File: src/core/bfr_pkg.sv
/*
  bfr_pkg: constants for the burst flash read port.
  assumes: compiled before every other design file.
*/
package bfr_pkg;
  // register byte offsets on the bus
  localparam logic [7:0] CONFIG_OFFSET    = 8'h00;
  localparam logic [7:0] STATUS_OFFSET    = 8'h04;
  localparam logic [7:0] WORDCOUNT_OFFSET = 8'h08;
  // config register fields
  localparam int CFG_SYNC_BIT   = 0;
  localparam int CFG_WRAP_BIT   = 1;
  localparam int CFG_RDYT_BIT   = 2;
  localparam int CFG_EDGE_BIT   = 3;
  localparam int CFG_WAIT_LSB   = 4;
  localparam int CFG_WAIT_W     = 3;
  localparam logic [31:0] CFG_RESET = 32'h0000_0055;
  // wait states
  localparam logic [2:0] WAIT_MIN = 3'h2;
  localparam logic [2:0] WAIT_MAX = 3'h7;
  // burst geometry
  localparam int BURST_LEN      = 8;
  localparam int PAGE_LEN       = 4;
  localparam logic [2:0] BOUNDARY_DELAY = 3'h1;
  // asynchronous access times
  localparam int CLK_PERIOD_PS  = 5000;
  localparam int ACC_TIME_NS    = 80;
  localparam int PACC_TIME_NS   = 20;
  localparam int ACC_CYCLES  = (ACC_TIME_NS * 1000) / CLK_PERIOD_PS;
  localparam int PACC_CYCLES = (PACC_TIME_NS * 1000) / CLK_PERIOD_PS;
endpackage : bfr_pkg

File: src/core/bfr_sync_if.sv
/*
  bfr_sync_if: synchronised link inputs passed to the core.
  assumes: filled by bfr_sync, read by bfr_top.
*/
`timescale 1ns/1ps
`default_nettype none
interface bfr_sync_if;
  logic        link_clk;
  logic        strobe_n;
  logic        chip_sel_n;
  logic        out_en_n;
  logic [23:0] addr;
  modport src (output link_clk, strobe_n, chip_sel_n, out_en_n, addr);
  modport dst (input  link_clk, strobe_n, chip_sel_n, out_en_n, addr);
endinterface : bfr_sync_if
`default_nettype wire

File: src/core/bfr_fifo.sv
/*
  bfr_fifo: parameterised word FIFO, valid/ready on both sides.
  assumes: one clock, clock enable freezes all state.
*/
`timescale 1ns/1ps
`default_nettype none
module bfr_fifo #(
  parameter int WIDTH = 16,
  parameter int DEPTH = 16
) (
  // clock and reset
  input  wire logic             core_clk,
  input  wire logic             reset,
  input  wire logic             clk_en,
  // fill side
  input  wire logic             in_valid,
  output logic                  in_ready,
  input  wire logic [WIDTH-1:0] in_data,
  // drain side
  output logic                  out_valid,
  input  wire logic             out_ready,
  output logic      [WIDTH-1:0] out_data
);
  localparam int AW = $clog2(DEPTH);
  initial
  begin
    if (DEPTH < 2 || (1 << AW) != DEPTH)
      $error("bfr_fifo depth must be a power of two");
  end
  typedef struct packed {
    logic [AW:0] wr;
    logic [AW:0] rd;
  } bfr_fifo_s;
  bfr_fifo_s st;
  bfr_fifo_s next_st;
  logic [WIDTH-1:0] mem [DEPTH];
  logic push;
  logic pop;
  assign in_ready  = (st.wr - st.rd) != (AW+1)'(DEPTH);
  assign out_valid = st.wr != st.rd;
  assign out_data  = mem[st.rd[AW-1:0]];
  assign push = in_valid && in_ready;
  assign pop  = out_valid && out_ready;
  always_comb
  begin
    next_st = st;
    if (push)
      next_st.wr = st.wr + 1'b1;
    if (pop)
      next_st.rd = st.rd + 1'b1;
  end
  always_ff @(posedge core_clk or posedge reset)
  begin
    if (reset)
      st <= '0;
    else if (clk_en)
      st <= next_st;
  end
  always_ff @(posedge core_clk)
  begin
    if (clk_en && push)
      mem[st.wr[AW-1:0]] <= in_data;
  end
endmodule : bfr_fifo
`default_nettype wire

File: src/core/bfr_sync.sv
/*
  bfr_sync: two-flop synchronisers for all link pins.
  assumes: pins are asynchronous to core_clk.
*/
`timescale 1ns/1ps
`default_nettype none
module bfr_sync (
  // clock and reset
  input  wire logic        core_clk,
  input  wire logic        reset,
  input  wire logic        clk_en,
  // raw pins
  input  wire logic        link_clk,
  input  wire logic        address_valid_strobe_n,
  input  wire logic        chip_sel_n,
  input  wire logic        out_en_n,
  input  wire logic [23:0] addr,
  // synchronised
  bfr_sync_if.src          so
);
  typedef struct packed {
    logic [27:0] s1;
    logic [27:0] s2;
  } bfr_sync_s;
  bfr_sync_s st;
  bfr_sync_s next_st;
  always_comb
  begin
    next_st    = st;
    next_st.s1 = {link_clk, address_valid_strobe_n, chip_sel_n, out_en_n, addr};
    next_st.s2 = st.s1;
  end
  always_ff @(posedge core_clk or posedge reset)
  begin
    if (reset)
      st <= {28'h700_0000, 28'h700_0000};
    else if (clk_en)
      st <= next_st;
  end
  assign so.link_clk   = st.s2[27];
  assign so.strobe_n   = st.s2[26];
  assign so.chip_sel_n = st.s2[25];
  assign so.out_en_n   = st.s2[24];
  assign so.addr       = st.s2[23:0];
endmodule : bfr_sync
`default_nettype wire

File: src/core/bfr_top.sv
/*
  bfr_top: read side of a burst NOR flash port, sync burst and async/page.
  assumes: host drives link clock, strobe, chip select, output enable;
  array words arrive through the fill FIFO from a loader; Wishbone classic.
*/
// Local design decisions: register access over Wishbone and the register addresses.
// Notes on behaviour
// - sync mode: address taken on first clock edge
// - initial wait states two to seven cycles
// - boundary addresses insert delay, shown on ready
// - wrap on: ascend then wrap within eight
// - wrap off: ascend past eight-word boundary
// - ready bit zero: ready one cycle early
// - rising link edge may be active edge
// - async mode: address taken at strobe rise
// - async page: four words by low bits
`timescale 1ns/1ps
`default_nettype none
module bfr_top (
  // clock and reset
  input  wire logic        core_clk,
  input  wire logic        reset,
  input  wire logic        clk_en,
  // wishbone slave
  input  wire logic        wb_cyc_i,
  input  wire logic        wb_stb_i,
  input  wire logic        wb_we_i,
  input  wire logic [7:0]  wb_adr_i,
  input  wire logic [3:0]  wb_sel_i,
  input  wire logic [31:0] wb_dat_i,
  output logic      [31:0] wb_dat_o,
  output logic             wb_ack_o,
  // array word source
  input  wire logic        fill_valid,
  output logic             fill_ready,
  input  wire logic [15:0] fill_data,
  // flash pins
  input  wire logic        link_clk,
  input  wire logic        address_valid_strobe_n,
  input  wire logic        chip_sel_n,
  input  wire logic        out_en_n,
  input  wire logic [23:0] addr,
  output logic      [15:0] data_out,
  output logic             data_oe,
  output logic             ready_out,
  // fetch request to the loader
  output logic      [23:0] fetch_addr,
  output logic             fetch_req
);
  typedef enum {ST_IDLE, ST_WAIT, ST_BURST, ST_ASYNC} bfr_state_e;

  typedef struct packed {
    bfr_state_e  state;
    logic [31:0] cfg;
    logic [31:0] rdat;
    logic        ack;
    logic        clk_d;
    logic        strb_d;
    logic [23:0] base;
    logic [23:0] cur;
    logic [3:0]  wait_cnt;
    logic [2:0]  extra;
    logic [3:0]  words;
    logic [15:0] acc_cnt;
    logic [1:0]  page_lo;
    logic [15:0] dout;
    logic        oe;
    logic        rdy;
    logic        have;
    logic [15:0] hold;
    logic [23:0] faddr;
    logic        freq;
    logic [31:0] delivered;
  } bfr_top_s;

  bfr_top_s st;
  bfr_top_s next_st;

  bfr_sync_if sy ();

  logic        wd_valid;
  logic        wd_ready;
  logic [15:0] wd_data;

  bfr_sync u_sync (
    .core_clk               (core_clk),
    .reset                  (reset),
    .clk_en                 (clk_en),
    .link_clk               (link_clk),
    .address_valid_strobe_n (address_valid_strobe_n),
    .chip_sel_n             (chip_sel_n),
    .out_en_n               (out_en_n),
    .addr                   (addr),
    .so                     (sy)
  );

  // wrap arithmetic is three bits wide and page arithmetic two
  initial
  begin
    if (bfr_pkg::BURST_LEN < 2 || bfr_pkg::BURST_LEN > 8 || bfr_pkg::PAGE_LEN != 4)
      $error("bfr_top burst or page geometry unsupported");
  end

  bfr_fifo #(.WIDTH(16), .DEPTH(16)) u_fifo (
    .core_clk  (core_clk),
    .reset     (reset),
    .clk_en    (clk_en),
    .in_valid  (fill_valid),
    .in_ready  (fill_ready),
    .in_data   (fill_data),
    .out_valid (wd_valid),
    .out_ready (wd_ready),
    .out_data  (wd_data)
  );

  logic       sync_mode;
  logic       wrap_en;
  logic       rdy_late;
  logic       rise_edge;
  logic [2:0] wait_cfg;
  logic       act_edge;
  logic       strb_rise;
  logic       sel;
  logic       wb_req;
  logic       group_cross;

  assign sync_mode = st.cfg[bfr_pkg::CFG_SYNC_BIT];
  assign wrap_en   = st.cfg[bfr_pkg::CFG_WRAP_BIT];
  assign rdy_late  = st.cfg[bfr_pkg::CFG_RDYT_BIT];
  assign rise_edge = st.cfg[bfr_pkg::CFG_EDGE_BIT];
  assign wait_cfg  = st.cfg[bfr_pkg::CFG_WAIT_LSB +: bfr_pkg::CFG_WAIT_W];
  // either link edge can be the active one
  assign act_edge  = rise_edge ? (sy.link_clk && !st.clk_d)
                               : (!sy.link_clk && st.clk_d);
  assign strb_rise = sy.strobe_n && !st.strb_d;
  // crossing the aligned group from a start at +1..+3 costs a delay
  assign group_cross = !wrap_en && st.cur[2:0] == 3'h7 && st.base[2:0] != 3'h0
                       && st.base[2:0] < 3'h4;
  assign sel       = !sy.chip_sel_n;
  assign wb_req    = wb_cyc_i && wb_stb_i && !st.ack;
  // pull one word when we have room in the hold slot
  assign wd_ready  = !st.have;

  always_comb
  begin
    next_st       = st;
    next_st.clk_d = sy.link_clk;
    next_st.strb_d = sy.strobe_n;
    next_st.ack   = wb_req;
    next_st.freq  = 1'b0;
    if (wd_valid && wd_ready)
    begin
      next_st.have = 1'b1;
      next_st.hold = wd_data;
    end
    // register access
    if (wb_req)
    begin
      next_st.rdat = 32'h0000_0000;
      case (wb_adr_i)
        bfr_pkg::CONFIG_OFFSET:
        begin
          next_st.rdat = st.cfg;
          if (wb_we_i && wb_sel_i[0])
          begin
            next_st.cfg[7:0] = wb_dat_i[7:0];
            // out-of-range wait counts are clamped
            if (wb_dat_i[6:4] < bfr_pkg::WAIT_MIN)
              next_st.cfg[6:4] = bfr_pkg::WAIT_MIN;
          end
        end
        bfr_pkg::STATUS_OFFSET:
          next_st.rdat = {26'h0, st.have, st.rdy, st.oe, 3'(st.state)};
        bfr_pkg::WORDCOUNT_OFFSET:
          next_st.rdat = st.delivered;
        default:
          next_st.rdat = 32'h0000_0000;
      endcase
    end
    if (!sel || sy.out_en_n)
      next_st.oe = 1'b0;
    case (st.state)
      ST_IDLE:
      begin
        // ready stays low until a word is due, so the host never samples idle data
        next_st.rdy = 1'b0;
        if (sel && sync_mode && !sy.strobe_n && act_edge)
        begin
          next_st.base     = sy.addr;
          next_st.extra    = 3'h0;
          next_st.cur      = sy.addr;
          next_st.faddr    = sy.addr;
          next_st.freq     = 1'b1;
          next_st.wait_cnt = {1'b0, wait_cfg};
          next_st.words    = 4'h0;
          next_st.rdy      = 1'b0;
          next_st.state    = ST_WAIT;
        end
        else if (sel && !sync_mode && strb_rise)
        begin
          next_st.base    = sy.addr;
          next_st.faddr   = sy.addr;
          next_st.freq    = 1'b1;
          next_st.page_lo = sy.addr[1:0];
          next_st.acc_cnt = 16'(bfr_pkg::ACC_CYCLES);
          next_st.state   = ST_ASYNC;
        end
      end
      ST_WAIT:
      begin
        if (!sel)
          next_st.state = ST_IDLE;
        else if (act_edge)
        begin
          if (st.wait_cnt > 4'h1)
            next_st.wait_cnt = st.wait_cnt - 4'h1;
          else
            next_st.state = ST_BURST;
          // early ready timing leads the first word by one edge
          next_st.rdy = !rdy_late && st.wait_cnt == 4'h1;
        end
      end
      ST_BURST:
      begin
        if (!sel)
          next_st.state = ST_IDLE;
        else if (act_edge)
        begin
          if (st.words == 4'(bfr_pkg::BURST_LEN))
          begin
            // all words out: nothing more was fetched, so nothing is left behind
            next_st.rdy   = 1'b0;
            next_st.state = ST_IDLE;
          end
          else if (st.extra != 3'h0)
          begin
            // boundary delay cycle; early ready already announces the next word
            next_st.extra = st.extra - 3'h1;
            next_st.rdy   = !rdy_late && st.extra == 3'h1;
          end
          else if (st.have)
          begin
            next_st.dout      = st.hold;
            next_st.oe        = !sy.out_en_n;
            next_st.have      = 1'b0;
            next_st.rdy       = 1'b1;
            next_st.words     = st.words + 4'h1;
            next_st.delivered = st.delivered + 32'h0000_0001;
            if (wrap_en)
              next_st.cur = {st.cur[23:3], 3'(st.cur[2:0] + 3'h1)};
            else
              next_st.cur = st.cur + 24'h00_0001;
            // fetch only the words this burst still owes
            if (st.words < 4'(bfr_pkg::BURST_LEN - 1))
            begin
              next_st.faddr = next_st.cur;
              next_st.freq  = 1'b1;
            end
            if (group_cross)
              next_st.extra = bfr_pkg::BOUNDARY_DELAY;
            // early ready is high only when the next edge brings a word
            if (!rdy_late && (group_cross || st.words == 4'(bfr_pkg::BURST_LEN - 1)))
              next_st.rdy = 1'b0;
          end
          else
            next_st.rdy = 1'b0;
        end
      end
      ST_ASYNC:
      begin
        if (!sel)
          next_st.state = ST_IDLE;
        else
        begin
          // page hit: low two bits change, shorter access
          if (sy.addr[23:2] == st.base[23:2] && sy.addr[1:0] != st.page_lo)
          begin
            next_st.page_lo = sy.addr[1:0];
            next_st.faddr   = sy.addr;
            next_st.freq    = 1'b1;
            next_st.acc_cnt = 16'(bfr_pkg::PACC_CYCLES);
          end
          else if (st.acc_cnt != 16'h0)
            next_st.acc_cnt = st.acc_cnt - 16'h1;
          else if (st.have)
          begin
            next_st.dout      = st.hold;
            next_st.have      = 1'b0;
            next_st.oe        = !sy.out_en_n;
            next_st.delivered = st.delivered + 32'h0000_0001;
          end
          if (strb_rise)
            next_st.state = ST_IDLE;
        end
      end
      default:
        next_st.state = ST_IDLE;
    endcase
  end

  always_ff @(posedge core_clk or posedge reset)
  begin
    if (reset)
    begin
      st       <= '0;
      st.state <= ST_IDLE;
      st.cfg   <= bfr_pkg::CFG_RESET;
      st.clk_d <= 1'b0;
      st.strb_d <= 1'b1;
    end
    else if (clk_en)
      st <= next_st;
  end

  assign wb_dat_o   = st.rdat;
  assign wb_ack_o   = st.ack;
  assign data_out   = st.dout;
  assign data_oe    = st.oe;
  assign ready_out  = st.rdy;
  assign fetch_addr = st.faddr;
  assign fetch_req  = st.freq;
endmodule : bfr_top
`default_nettype wire

File: config.mk
export PLATFORM = sky130hd
export DESIGN_NAME = bfr_top
export DESIGN_NICKNAME = d
export VERILOG_FILES = /design/src/core/bfr_pkg.sv /design/src/core/bfr_sync_if.sv /design/src/core/bfr_fifo.sv /design/src/core/bfr_sync.sv /design/src/core/bfr_top.sv
export SDC_FILE = /design/constraint.sdc
export NUM_CORES = 1
export LEC_CHECK = 0
export BUFFER_PORTS_ARGS = -buffer_cell sky130_fd_sc_hd__buf_2
export CORE_MARGIN = 3
export CORE_UTILIZATION = 62
export DETAILED_ROUTE_END_ITERATION = 10
export PLACE_DENSITY = 0.82
export SYNTH_ARGS = -nofsm -noshare
export SYNTH_HDL_FRONTEND = slang
export SYNTH_HIERARCHICAL = 1
export SYNTH_SLANG_ARGS = --single-unit
File: constraint.sdc
create_clock -name core_clk -period 23.7 [get_ports core_clk]
set_input_delay 5.925 -clock core_clk [delete_from_list [all_inputs] [get_ports core_clk]]
set_output_delay 5.925 -clock core_clk [all_outputs]
set_load 0.005 [all_outputs]
======== Yosys cells after proc, flatten, opt, wreduce, memory -nomap -nowiden ========
Memory sizes are Yosys's and may differ from the RTL's.
Cells that the tools add are included.
operators by class
  add/sub/neg operators ................... 10
  order comparisons ....................... 4
  equality and inequality tests ........... 40
  mux-type cells .......................... 84
  reductions and logical operators ........ 61
operator list
  cell                   number
  $mux 32                13
  $mux 57                6
  $mux 24                8
  $pmux 32 s4            1
  $mux 17                6
  $mux 25                4
  $pmux 32 s3            1
  $pmux 25 s3            1
  $mux 35                2
  $eq 32x2->1 const B    2
  $pmux 32 s2            1
  $pmux 24 s2            1
  $mux 19                2
  $mux 18                2
  $pmux 18 s2            1
  $ne 2x2->1 const B     17
  $pmux 17 s2            1
  $add 32x1->32 const B  1
  $eq 32x1->1 const B    1
  $logic_not 32->1       1
  $mux 16                2
  $mux 7                 4
  $add 24x1->24 const B  1
  $reduce_and 6->1       4
  other kinds (46)       116
word-level totals
  bits in registers ....................... 310
  RAM bits ................................ 256
  bits of input ports ..................... 95
  output and inout bits ................... 77
  logic and storage cells ................. 225
  memories ................................ 1
memories
  memory      depth  bits a word  rd ports  clocked after memory_dff  wr ports  line            text
  u_fifo.mem  16     16           1         0                         1         bfr_fifo.sv:36  logic [WIDTH-1:0] mem [DEPTH];

======== Logic depth before layout (Yosys ltp) ========
Gate-level depths: netlist of the first run.
  depth in word-level cells ............... 13
  mapped depth ............................ 12
  depth with buffers taken out ............ 8

======== By module ========
Netlist of the first run, hierarchy kept.
by module, submodules not included
  module    instances  cells an instance  area an instance (sq um)  seq. area each (sq um)
  bfr_top   1          1,134              11,616.1                  5,361.4
  bfr_fifo  1          557                10,661.5                  7,937.6
  bfr_sync  1          119                2,254.7                   1,408.9

======== Worst setup path after synthesis of the first run ========
No wires, ideal clock.
  path kind ............................... input-to-reg
  from .................................... in fill_valid
  to ...................................... mem u_fifo.mem[11][0] (enable)
  library setup time ...................... 436 ps
  data arrival time ....................... 8,219 ps
  data required time ...................... 23,264 ps
  setup slack ............................. 15,045 ps
  cell stages on the path ................. 3
  path buffers ............................ 1
  cell sequence ........................... clkbuf_1 > clkinv_1 > nor4b_1
on the way
  word-level cells in the longest chain between the ends .. 4
RTL lines
  what                          line            text
  from (decl)                   bfr_top.sv:34   input wire logic fill_valid,
  $logic_and 1x1->1             bfr_fifo.sv:42  assign push = in_valid && in_ready;
  $logic_and 1x1->1             bfr_fifo.sv:61  if (clk_en && push)
  $mux 1                        bfr_fifo.sv:61
  $mux 1 (implied by the code)  bfr_fifo.sv:62  mem[st.wr[AW-1:0]] <= in_data;
  to (decl)                     bfr_fifo.sv:36
Every way passes these cells.

======== Worst setup path in the final report of the first run ========
  from .................................... reg u_fifo/st[2] in the netlist's numbering
  to ...................................... out fill_ready
on the way
  word-level cells in the longest chain between the ends .. 2
RTL lines
  what                    line            text
  from (decl)             bfr_fifo.sv:34  bfr_fifo_s st;
  from (signal assigned)  bfr_fifo.sv:57  st <= next_st;
  $sub 5x5->5             bfr_fifo.sv:39  assign in_ready = (st.wr - st.rd) != (AW+1)'(DEPTH);
  $ne 5x5->1              bfr_fifo.sv:39
  to (decl)               bfr_top.sv:35   output logic fill_ready,
Every way passes these cells.

==> out/results.md, run 1 <==
| Parameter | Reported | Unit |
|:---|:---|:---|
| Deepest clock path buffer count | 3 | - |
| DR vias | 15,630 | - |
| Number of endpoints failing setup at the final stage | 0 | - |
| Worst setup SP type | register | - |
| Reg-to-reg slack, setup | 18.93 | ns |
| Largest cells by area after synthesis | sky130_fd_sc_hd__edfxtp_1, sky130_fd_sc_hd__dfrtp_1, sky130_fd_sc_hd__mux4_2 | - |
| Non-Filler Instances | 2,428 | - |
| Pin count of the biggest net entering global routing | 135 | - |
| RSZ-0062 raised after global routing | false | - |
| Worst stage delay on the critical path | 0.79 | ns |
| Buffers inserted during post-CTS setup optimization | 0 | - |
| Area used by sequential logic in the layout | 0.01471 | sq mm |
| Drt wl/cell | 23.63 | microns |
| Core Region | 0.03883 | sq mm |
| Yosys Warn Count | 6 | - |
| Critical path data required time | 17.78 | ns |
| Area share of the largest cell type after synthesis | 0.3134 | - |
| I/O pins | 172 | - |
| Net count of the finished layout | 1,983 | - |
| Hpwl dp | 34,710 | microns |
| Crit Path Category | register to primary output | - |
| Max-cap check violation count | 0 | - |
| Setup skew after layout | 0.03044 | ns |
| Detailed Route Iter0 Violations | 1,523 | - |
| Share of synthesized area occupied by flip-flops and latches | 0.5995 | - |
| Clock buffers created by TritonCTS | 53 | - |
| Site Rows | 72 | - |
| Floorplan die area | 0.04199 | sq mm |
| Drc violations | 0 | - |
| Syn Inst Count | 1,810 | - |
| Effective utilization at floorplan | 0.6318 | - |
| Power per Cell Area | 111.0 | mW/mm^2 |
| Wire length of the first global-routing pass | 90,050 | microns |
| Via count of the first global-routing pass | 15,770 | - |
| Number of resized instances in the post-cts repair step | 0 | - |
| Buffers & Inverters on Critical Path | 4 | - |
| Cell chosen for the clock root | sky130_fd_sc_hd__clkbuf_16 | - |
| Number of flip-flops and latches in the synthesized netlist | 536 | - |
| Delay-heaviest family, CP | buffers and inverters | - |
| Share of synthesized registers carrying an async set or reset | 0.5224 | - |
| Count of port buffers added during placement | 144 | - |
| Final-report max-slew violation count | 0 | - |
| Floorplan die width | 204.9 | microns |
| Area Growth Syn to Fin | 10.06 | % |
| Residual overflow from global routing | 0 | - |
| Post-synth EDFFs | 256 | - |
| Number of hold violations in the final report | 0 | - |
| Slew headroom | 0.1751 | - |
| Number of fill cells | 2,511 | - |
| CP max stage cell | sky130_fd_sc_hd__clkinv_1 | - |
| Area of the multi-input gates | 0.008757 | sq mm |
| Worst Tran Pin Value | 1.237 | ns |
| Number of hold-repair buffers added at the cts stage | 0 | - |
| Setup total negative slack | 0 | ns |
| Result of the run | finished, final reports clean | - |
| Mean instance size in the synthesized netlist | 13.55 | sq um |
| Share of the cycle needed by the critical path after routing | 0.4445 | - |
| CTS sink cnt | 536 | - |
| Fraction of final layout cells sized beyond drive strength 1 | 0.2698 | - |
| Number of detailed-route iterations in the first pass | 5 | - |
| GRT Overall Usage | 0.2772 | - |
| Placed insts | 2,327 | - |
| Critical path fanouts, max | 52 | - |
| Antenna Violating Nets Remaining | 0 | - |
| Clock transition at the registers of the reported paths | 0.06 | ns |
| Via/cell ratio | 6.438 | - |
| Count of cell types in the netlist | 83 | - |
| Clock network latency to the later pin of the worst-skew pair | 0.62 | ns |
| Cell-by-cell listing of the critical path | buf_4, clkinv_1, ha_1, nand2_1, o21bai_1, a211o_4, a21oi_4, inv_1, buf_2 | - |
| Synth Flop Type | sky130_fd_sc_hd__dfrtp_1 | - |
| Data arrival time of the critical path | 4.61 | ns |
| Fin crit period | 10.53 | ns |
| Max rail drop VDD | 0.00009638 | V |
| Timing-limited maximum frequency | 0.09492 | GHz |
| Combined area of all synthesized cells | 0.02453 | sq mm |
| Class of the tightest hold or removal check | register to register | - |
| CTS H-Tree Depth | 2 | - |
| Global placer's final weighted congestion | 0.9097 | - |
| Cell accounting for the most synthesized area | sky130_fd_sc_hd__edfxtp_1 | - |
| Antenna violations before repair | 1 | - |
| Final WL | 57,370 | microns |
| Die Y | 204.9 | microns |
| TritonCTS clock tree | yes | - |
| Capturing element type of the critical path | primary output | - |
| Synthesized net count | 1,929 | - |
| Reported leakage power | 10.67 | nW |
-- synthesized netlist by cell type, types with 7 or more instances --
cell type	number
sky130_fd_sc_hd__mux2i_1	9
sky130_fd_sc_hd__o31ai_1	10
sky130_fd_sc_hd__o21ai_0	51
sky130_fd_sc_hd__mux4_2	64
sky130_fd_sc_hd__a22oi_1	17
sky130_fd_sc_hd__nand4_1	26
sky130_fd_sc_hd__buf_2	14
sky130_fd_sc_hd__mux2_2	75
sky130_fd_sc_hd__mux2_4	40
sky130_fd_sc_hd__dfstp_2	11
sky130_fd_sc_hd__nor3_1	36
sky130_fd_sc_hd__clkbuf_1	69
sky130_fd_sc_hd__nor4_2	7
sky130_fd_sc_hd__o22ai_1	24
sky130_fd_sc_hd__inv_1	41
sky130_fd_sc_hd__nand3_1	41
sky130_fd_sc_hd__xor2_1	59
sky130_fd_sc_hd__o2bb2ai_1	17
sky130_fd_sc_hd__o22a_1	8
sky130_fd_sc_hd__ha_1	24
sky130_fd_sc_hd__nand2_1	139
sky130_fd_sc_hd__a2bb2oi_1	18
sky130_fd_sc_hd__nand3b_1	9
sky130_fd_sc_hd__or4_1	8
sky130_fd_sc_hd__xnor2_1	29
sky130_fd_sc_hd__edfxtp_1	256
sky130_fd_sc_hd__nor2b_1	7
sky130_fd_sc_hd__and3_1	30
sky130_fd_sc_hd__nor4_1	24
sky130_fd_sc_hd__buf_4	77
sky130_fd_sc_hd__buf_6	8
sky130_fd_sc_hd__dfrtp_1	269
sky130_fd_sc_hd__a21oi_1	56
sky130_fd_sc_hd__nor2_1	59
sky130_fd_sc_hd__a22o_1	33
sky130_fd_sc_hd__or3_1	10
sky130_fd_sc_hd__a31oi_1	27
-- routing by layer --
metal / track usage / part of all wire / vias to the layer above
met5: 0 / 0 / -
met4: 0.08836 / 0.028 / 0
met3: 0.05323 / 0.078 / 129
met2: 0.4581 / 0.50 / 709
met1: 0.3773 / 0.40 / 7895
li1: - / - / 6899
-- layout make-up --
cell class	instances	share of cell area
antenna	1	0.00009268
clock buffer	64	0.05440
clock inverter	36	0.01140
inverter	45	0.006534
multi-input combinational	1057	0.3243
sequential	536	0.5449
tap	518	0.02400
timing repair buffer	171	0.03429
-- path summary, 6_finish.rpt --
| path | startpoint | endpoint | cells after the start |
|---|---|---|---|
| hold / removal | wb_dat_o[6] | wb_dat_o[6] | 2 |
| setup reg to reg | u_fifo/st[2] | u_fifo/mem[10][14] | 8 |
| min in group asynchronous | reset | u_sync/next_st[12] | 2 |
| setup / recovery | u_fifo/st[2] | fill_ready | 9 |
| hold reg to reg | wb_dat_o[6] | wb_dat_o[6] | 2 |
| max in group asynchronous | reset | st[132] | 3 |
-- cells by family (layout without fill, tap and decap cells) --
| group | count (synthesis) | in the layout | share of synthesized area |
|---|---|---|---|
| AO/OA/AOI/OAI | 312 | 312 | 0.08915 |
| XOR/XNOR | 89 | 89 | 0.03208 |
| adder cells (fa/ha/maj) | 24 | 24 | 0.01224 |
| buffers and inverters | 217 | 316 | 0.04820 |
| flip-flops | 536 | 536 | 0.5995 |
| multiplexers | 188 | 188 | 0.1213 |
| other | 0 | 1 | 0 |
| AND/OR/NAND/NOR | 444 | 444 | 0.09747 |
-- state kept, by name, indices dropped and copies added (netlist names) --
| register | cells |
|---|---|
| data_oe | 1 |
| data_out | 16 |
| fetch_addr | 24 |
| fetch_req | 1 |
| rdy_late | 1 |
| ready_out | 1 |
| rise_edge | 1 |
| st | 136 |
| u_fifo/mem | 256 |
| u_fifo/st | 10 |
| u_sync/next_st | 28 |
| u_sync/so.addr | 24 |
| u_sync/so.chip_sel_n | 1 |
| u_sync/so.link_clk | 1 |
| u_sync/so.out_en_n | 1 |
| u_sync/so.strobe_n | 1 |
| wb_ack_o | 1 |
| wb_dat_o | 32 |
-- worst register-to-register path: cells and delay by family, from the launching register on --
family	cells	cell delay, ns
AOI/OAI and AO/OA	2	0.44
buffers and inverters	2	1.38
DFF	1	0.35
and+or+nand+nor	2	1.09
xor gates and xnor gates	1	0.53
adders and majority gates	1	0.61
-- cell usage in the layout, fill, tap and decap left out, types with 40 or more instances in the layout --
master	n
sky130_fd_sc_hd__dfrtp_1	267
sky130_fd_sc_hd__xor2_1	59
sky130_fd_sc_hd__mux4_2	64
sky130_fd_sc_hd__nand3_1	41
sky130_fd_sc_hd__mux2_2	75
sky130_fd_sc_hd__a21oi_1	56
sky130_fd_sc_hd__nand2_1	139
sky130_fd_sc_hd__clkbuf_16	54
sky130_fd_sc_hd__o21ai_0	51
sky130_fd_sc_hd__buf_2	143
sky130_fd_sc_hd__mux2_4	40
sky130_fd_sc_hd__nor2_1	56
sky130_fd_sc_hd__edfxtp_1	256
-- per-stage QoR --
step	util	hold slack [ns]	setup slack (ns)	power, W	area (sq um)
4_1_cts	0.6953	0.4846	13.14	0.003000	27000
6_report	0.6954	0.4813	13.17	0.002997	27000
3_3_place_gp	0.6496	0.4599	13.88	0.002090	25220
2_1_floorplan	-	0.4425	11.93	0.001921	24530
5_1_grt	0.6954	0.4954	12.84	0.003139	27000
3_5_place_dp	0.6496	0.4699	13.85	0.002132	25220
-- power by group --
group	internal [W]	leakage (nW)	total, W	switching [W]
clock network	0.000478	0.887	0.000849	0.000371
registers	0.00112	5.76	0.00128	0.000155
logic	0.000374	4.03	0.000871	0.000497
total	0.00197	10.7	0.00300	0.00102
(Power assumes the default switching activity.)
==> inputs of run 2 (changes only) <==
CORE_UTILIZATION = 55   (was 62)
PLACE_DENSITY = 0.77   (was 0.82)
clock period = 8.75 ns   (was 23.7 ns; I/O delays follow)
==> out/results.md, run 2 (same netlist as run 1, synthesis figures left out) <==
| Parameter | Reported | Unit | vs previous |
|:---|:---|:---|:---|
| Number of hold violations in the final report | 0 | - | unchanged |
| Data arrival time of the critical path | 4.61 | ns | about the same |
| Count of port buffers added during placement | 144 | - | unchanged |
| RSZ-0062 raised after global routing | false | - |  |
| Number of endpoints failing setup at the final stage | 0 | - | unchanged |
| Pin count of the biggest net entering global routing | 134 | - | -0.74% |
| Flip-flop count of the largest register after layout | 256 | - | unchanged |
| Number of antenna diodes | 0 | - | -1 |
| Die Y | 217.2 | microns | +6.0% |
| Max rail drop VDD | 0.0002177 | V | +130% |
| Class of the tightest hold or removal check | register to register | - |  |
| CTS H-Tree Depth | 2 | - | unchanged |
| Core Region | 0.04355 | sq mm | +12% |
| Fraction of final layout cells sized beyond drive strength 1 | 0.2682 | - | -0.001572 |
| Capturing element type of the critical path | primary output | - |  |
| Cell chosen for the clock root | sky130_fd_sc_hd__clkbuf_16 | - |  |
| Final WL | 54,850 | microns | -4.4% |
| Effective utilization at floorplan | 0.5633 | - | -0.06854 |
| I/O pins | 172 | - | unchanged |
| Hpwl dp | 34,990 | microns | +0.79% |
| Floorplan die width | 217.2 | microns | +6.0% |
| Drt wl/cell | 21.99 | microns | -6.9% |
| Share of the cycle needed by the critical path after routing | 0.7768 | - |  |
| Residual overflow from global routing | 0 | - | unchanged |
| DR vias | 15,370 | - | -1.7% |
| Net count of the finished layout | 1,983 | - | unchanged |
| Crit Path Category | register to primary output | - |  |
| Reported leakage power | 10.67 | nW | about the same |
| Max-cap check violation count | 0 | - | unchanged |
| Clock transition at the registers of the reported paths | 0.07 | ns | about the same |
| Timing-limited maximum frequency | 0.1471 | GHz |  |
| Site Rows | 76 | - | +5.6% |
| Detailed Route Iter0 Violations | 1,447 | - | -5.0% |
| Antenna Violating Nets Remaining | 0 | - | unchanged |
| CTS sink cnt | 536 | - | unchanged |
| Commonest cells after routing, fill and taps aside | sky130_fd_sc_hd__dfrtp_1, sky130_fd_sc_hd__edfxtp_1, sky130_fd_sc_hd__buf_2, sky130_fd_sc_hd__nand2_1, sky130_fd_sc_hd__mux2_2 | - |  |
| Number of resized instances in the post-cts repair step | 0 | - | unchanged |
| Setup total negative slack | 0 | ns | unchanged |
| Area Growth Syn to Fin | 10.53 | % |  |
| Clock network latency to the later pin of the worst-skew pair | 0.63 | ns | about the same |
| GRT Overall Usage | 0.2329 | - | -0.04431 |
| Critical path data required time | 6.56 | ns | -11.22 ns |
| Setup skew after layout | 0.05181 | ns | +0.02138 ns |
| Antenna violations before repair | 0 | - | -1 |
| Number of detailed-route iterations in the first pass | 8 | - | +3 |
| Worst Tran Pin Value | 1.275 | ns | +0.03788 ns |
| Via/cell ratio | 6.162 | - | -4.3% |
| Result of the run | finished, final reports clean | - |  |
| Wire length of the first global-routing pass | 87,490 | microns | -2.8% |
| Number of hold-repair buffers added at the cts stage | 0 | - | unchanged |
| Via count of the first global-routing pass | 15,680 | - | -0.55% |
| Worst Hold Margin | 0.4720 | ns | -0.009293 ns |
| Deepest clock path buffer count | 3 | - | unchanged |
| Global placer's final weighted congestion | 0.8798 | - | -3.3% |
| Final-report max-slew violation count | 0 | - | unchanged |
| Power per Cell Area | 298.1 | mW/mm^2 | +170% |
| Buffers inserted during post-CTS setup optimization | 0 | - | unchanged |
| Worst setup SP type | register | - |  |
| Drc violations | 0 | - | unchanged |
| Slew headroom | 0.1499 | - | -0.02526 |
| Fin crit period | 6.797 | ns |  |
| Floorplan die area | 0.04717 | sq mm | +12% |
| Critical path fanouts, max | 51 | - | -1.9% |
| TritonCTS clock tree | yes | - |  |
| Most common cell after layout, fill and taps aside | sky130_fd_sc_hd__dfrtp_1 | - |  |
| Clock buffers created by TritonCTS | 53 | - | unchanged |
==> run 2: cell count changes in the layout (fill, tap and decap cells not counted), sizes merged <==
cell	delta
bufinv	+1
clkbuf	+2
clkinvlp	+1
diode	-1
clkinv	-3
inv	-1
==> run 2: through the flow <==
| step | instance area (sq um) | util | total power (W) | setup WS, ns | instances |
|---|---|---|---|---|---|
| 2_1_floorplan | 24530 | - | 0.005203 | 0.7198 | 1810 |
| 3_3_place_gp | 25300 | 0.5810 | 0.005692 | 2.660 | 2394 |
| 3_5_place_dp | 25300 | 0.5810 | 0.005786 | 2.606 | 2394 |
| 4_1_cts | 27120 | 0.6226 | 0.008118 | 1.914 | 2494 |
| 5_1_grt | 27120 | 0.6226 | 0.008506 | 1.699 | 2494 |
| 6_report | 27120 | 0.6226 | 0.008085 | 1.953 | 2494 |
==> run 2: cell type report <==
| cell class | count | area (sq um) |
|---|---|---|
| Sequential cell | 536 | 14710 |
| Timing Repair Buffer | 171 | 925.9 |
| Clock inverter | 34 | 352.8 |
| Tap cell | 585 | 732.0 |
| Clock buffer | 66 | 1459 |
| Multi-Input combinational cell | 1057 | 8757 |
| Inverter | 45 | 176.4 |
| Fill cell | 3220 | 16440 |
==> run 2: power breakdown <==
group | switching, W | internal, W
sequential | 0.000411 | 0.00304
combinational | 0.00131 | 0.00101
clock | 0.000994 | 0.00132
total | 0.00272 | 0.00537
==> run 2: critical path: stages (launching register included) <==
cell and delay, ns:
sky130_fd_sc_hd__dfrtp_1 0.33, sky130_fd_sc_hd__buf_4 0.56, sky130_fd_sc_hd__clkinv_1 0.77, sky130_fd_sc_hd__ha_1 0.59, sky130_fd_sc_hd__nor2b_1 0.16, sky130_fd_sc_hd__o21bai_1 0.29, sky130_fd_sc_hd__nand4b_2 0.31, sky130_fd_sc_hd__a21oi_4 0.67
sky130_fd_sc_hd__inv_1 0.14, sky130_fd_sc_hd__buf_2 0.16
==> run 2: path summary, 6_finish.rpt <==
kind,from,end,slack (ns),cells after the start
min in group asynchronous,reset,u_fifo/st[8],1.66,2
hold reg to reg,st[31],st[31],0.47,1
hold / removal,st[31],st[31],0.47,1
max in group asynchronous,reset,wb_dat_o[27],5.31,3
setup / recovery,u_fifo/st[1],fill_ready,1.95,9
setup reg to reg,u_fifo/st[2],u_fifo/mem[12][10],4.14,8
==> run 2: layer usage <==
layer,track usage,vias to the layer above,part of all wire
met5,0,-,0
met4,0.06915,0,0.024
met3,0.03979,96,0.070
met2,0.3807,584,0.49
met1,0.3250,7803,0.42
li1,-,6886,-
==> inputs of run 3 (changes only) <==
ABC_AREA = 1   (was unset)
CORE_UTILIZATION = 61   (was 55)
PLACE_DENSITY = 0.8   (was 0.77)
clock period = 7.1 ns   (was 8.75 ns; I/O delays follow)
==> out/results.md, run 3 <==
| Parameter | Reported | Unit | vs previous |
|:---|:---|:---|:---|
| Result of the run | finished, final reports clean | - |  |
| Net switching component of the power | 0.003963 | W | +46% |
| Count of cell types in the netlist | 49 | - | -41% |
| Synth Flop Type | sky130_fd_sc_hd__dfrtp_1 | - |  |
| Capturing element type of the critical path | primary output | - |  |
| Number of fill cells | 3,138 | - | -2.5% |
| Final-report max-slew violation count | 0 | - | unchanged |
| RSZ-0062 raised after global routing | false | - |  |
| Buffers inserted during post-CTS setup optimization | 0 | - | unchanged |
| I/O pins | 172 | - | unchanged |
| Global placer's final weighted congestion | 0.9106 | - | +3.5% |
| Most instantiated library cell after synthesis | sky130_fd_sc_hd__nand2_1 | - |  |
| Delay-heaviest family, CP | buffers and inverters | - |  |
| Flip-flop count of the largest register after layout | 256 | - | unchanged |
| Share of total power in combinational logic | 0.328 | - | +0.041 |
| Area share of the largest cell type after synthesis | 0.2980 | - | -0.01535 |
| Deepest clock path buffer count | 3 | - | unchanged |
| Clock network latency to the later pin of the worst-skew pair | 0.61 | ns | -0.02 ns |
| Setup skew after layout | 0.01961 | ns | -0.03221 ns |
| TritonCTS clock tree | yes | - |  |
| Combined area of all synthesized cells | 0.02580 | sq mm | +5.2% |
| Pin count of the biggest net entering global routing | 100 | - | -25% |
| Via/cell ratio | 5.738 | - | -6.9% |
| Syn Inst Count | 2,850 | - | +57% |
| Data arrival time of the critical path | 2.93 | ns | -1.68 ns |
| Worst setup SP type | register | - |  |
| GRT Overall Usage | 0.2807 | - | +0.04776 |
| Number of flip-flops and latches in the synthesized netlist | 536 | - | unchanged |
| Worst Tran Pin Value | 1.232 | ns | -0.04330 ns |
| Worst-case setup slack after placement | 2.525 | ns | -0.08081 ns |
| Worst hold stages | 2 | - | +1 |
| Antenna violations before repair | 6 | - | +6 |
| Cell chosen for the clock root | sky130_fd_sc_hd__clkbuf_16 | - |  |
| Class of the tightest hold or removal check | register to register | - |  |
| Residual overflow from global routing | 0 | - | unchanged |
| Floorplan die area | 0.04479 | sq mm | -5.0% |
| Most common cell after layout, fill and taps aside | sky130_fd_sc_hd__nand2_1 | - |  |
| Worst Setup Slack, final | 2.397 | ns | +0.4437 ns |
| Number of hold violations in the final report | 0 | - | unchanged |
| CTS sink cnt | 536 | - | unchanged |
| Final cell utilization of the core | 0.6790 | - | +0.05636 |
| Cell accounting for the most synthesized area | sky130_fd_sc_hd__edfxtp_1 | - |  |
| Hpwl dp | 40,050 | microns | +14% |
| Mean instance size in the synthesized netlist | 9.051 | sq um | -33% |
| Crit Path Category | register to primary output | - |  |
| Clock buffers created by TritonCTS | 54 | - | +1.9% |
| Detailed Route Iter0 Violations | 2,005 | - | +39% |
| Part of the total power dissipated in the clock network | 0.279 | - | -0.007 |
| Commonest cells after routing, fill and taps aside | sky130_fd_sc_hd__nand2_1, sky130_fd_sc_hd__nor2_1, sky130_fd_sc_hd__dfrtp_1, sky130_fd_sc_hd__edfxtp_1, sky130_fd_sc_hd__inv_1 | - |  |
| Worst stage delay on the critical path | 0.64 | ns | -0.13 ns |
| Share of power burned in registers | 0.393 | - | -0.034 |
| Sw frac | 0.3745 | - | +0.03846 |
| Largest cells by area after synthesis | sky130_fd_sc_hd__edfxtp_1, sky130_fd_sc_hd__dfrtp_1, sky130_fd_sc_hd__nand2_1 | - |  |
| Final WL | 62,220 | microns | +13% |
| Post-synth EDFFs | 256 | - | unchanged |
| Area Growth Syn to Fin | 8.692 | % |  |
| Timing-limited maximum frequency | 0.2126 | GHz |  |
| Number of hold-repair buffers added at the cts stage | 0 | - | unchanged |
| Share of synthesized area occupied by flip-flops and latches | 0.5702 | - | -0.02937 |
| Number of endpoints failing setup at the final stage | 0 | - | unchanged |
| Yosys Warn Count | 6 | - | unchanged |
| Fin crit period | 4.703 | ns |  |
| CP max stage cell | sky130_fd_sc_hd__ha_1 | - |  |
| Area of the multi-input gates | 0.008979 | sq mm | +2.5% |
| Critical path fanouts, max | 18 | - | -65% |
| Number of resized instances in the post-cts repair step | 0 | - | unchanged |
| Effective utilization at floorplan | 0.6247 | - | +0.06139 |
| Number of detailed-route iterations in the first pass | 6 | - | -2 |
| Most prevalent standard cell on the critical path | sky130_fd_sc_hd__nand2_1 | - |  |
| DR vias | 19,850 | - | +29% |
| Wire length of the first global-routing pass | 100,200 | microns | +14% |
| Critical path data required time | 5.33 | ns | -1.23 ns |
| Max rail drop VDD | 0.0003567 | V | +64% |
| Antenna Violating Nets Remaining | 0 | - | unchanged |
| Drt wl/cell | 17.98 | microns | -18% |
| Instance count on the critical path | 10 | - | +1 |
| Slew headroom | 0.1764 | - | +0.02657 |
| Area used by sequential logic in the layout | 0.01471 | sq mm | unchanged |
| Net count of the finished layout | 3,000 | - | +51% |
| Share of synthesized registers carrying an async set or reset | 0.5224 | - | unchanged |
| Top cells by instance count after synthesis | sky130_fd_sc_hd__nand2_1, sky130_fd_sc_hd__nor2_1, sky130_fd_sc_hd__dfrtp_1 | - |  |
| Fraction of final layout cells sized beyond drive strength 1 | 0.1134 | - | -0.1548 |
| Setup total negative slack | 0 | ns | unchanged |
| Drc violations | 0 | - | unchanged |
| Max-cap check violation count | 0 | - | unchanged |
| Power Internal | 0.006619 | W | +23% |
| Reported leakage power | 12.61 | nW | +18% |
| Power per Cell Area | 377.4 | mW/mm^2 | +27% |
| Buffers & Inverters on Critical Path | 3 | - | -1 |
| Site Rows | 74 | - | -2.6% |
| Floorplan die width | 211.6 | microns | -2.6% |
| Cell-by-cell listing of the critical path | clkinv_1, ha_1, nand2_1, inv_1, nand2_1, nand2_1, nand2_1, nand2_1, nand2_4, buf_2 | - |  |
| Count of port buffers added during placement | 144 | - | unchanged |
| Via count of the first global-routing pass | 19,470 | - | +24% |
| Synthesized net count | 2,969 | - | +54% |
| Share of the cycle needed by the critical path after routing | 0.6624 | - |  |
| Clock transition at the registers of the reported paths | 0.06 | ns | about the same |
| Die Y | 211.6 | microns | -2.6% |
| Worst r2r path cells | 12 | - | +4 |
| Core Region | 0.04129 | sq mm | -5.2% |
| CTS H-Tree Depth | 2 | - | unchanged |
[run 3: area by class of cell]
cell class              count  share of cell area
inverters                 233             0.03137
clock inverters            29             0.01290
repair buffers            175             0.03400
clock buffers              73             0.05293
diodes                      1          0.00008925
multi-input cells        1881              0.3202
well taps                 532             0.02374
flip-flops and latches    536              0.5247
[run 3: cell families after synthesis]
group,share of synthesized area
buffers and inverters,0.08187
AOI/OAI and AO/OA,0.08794
DFF,0.5702
muxes,0.01319
and+or+nand+nor,0.2257
adders and majority gates,0.01164
xor gates and xnor gates,0.009507
[run 3: routing by layer]
metal,vias up,part of all wire,wire length [microns],track usage
met4,10,0.037,2289,0.1194
li1,9464,-,-,-
met3,149,0.074,4597,0.04801
met5,-,0.0010,64,0
met1,9463,0.41,25320,0.3734
met2,767,0.48,29940,0.4613
[run 3: through the flow]
| step | instance area [sq um] | cells | hold slack, ns | power [W] |
|---|---|---|---|---|
| 2_1_floorplan | 25800 | 2850 | 0.4392 | 0.006794 |
| 3_3_place_gp | 26190 | 3357 | 0.4540 | 0.007471 |
| 3_5_place_dp | 26190 | 3357 | 0.4529 | 0.007626 |
| 4_1_cts | 28040 | 3459 | 0.4693 | 0.01060 |
| 5_1_grt | 28040 | 3459 | 0.4862 | 0.01123 |
| 6_report | 28040 | 3460 | 0.4669 | 0.01058 |
[run 3: power groups by stage]
stage / clock [W] / sequential, W / combinational, W
finish: 0.00295 / 0.00416 / 0.00347
global route: 0.00313 / 0.00421 / 0.00389
CTS: 0.00299 / 0.00415 / 0.00346
detailed placement: 0 / 0.00420 / 0.00343
global placement: 0 / 0.00417 / 0.00330
floorplan: 0 / 0.00402 / 0.00277
[run 3: worst paths after layout]
path                                    start                  to  slack [ns]
hold reg to reg            u_sync/next_st[24]  u_sync/so.out_en_n        0.47
setup reg to reg                      st[236]              st[13]        2.98
hold / removal             u_sync/next_st[24]  u_sync/so.out_en_n        0.47
setup / recovery                 u_fifo/st[3]          fill_ready        2.40
min in group asynchronous               reset             st[104]        1.15
max in group asynchronous               reset             st[128]        4.68
[run 3: tightest hold or removal path: cells and delay by family, from the launching register on]
family	cells	cell delay, ns
DFF	1	0.37
and+or+nand+nor	2	0.09
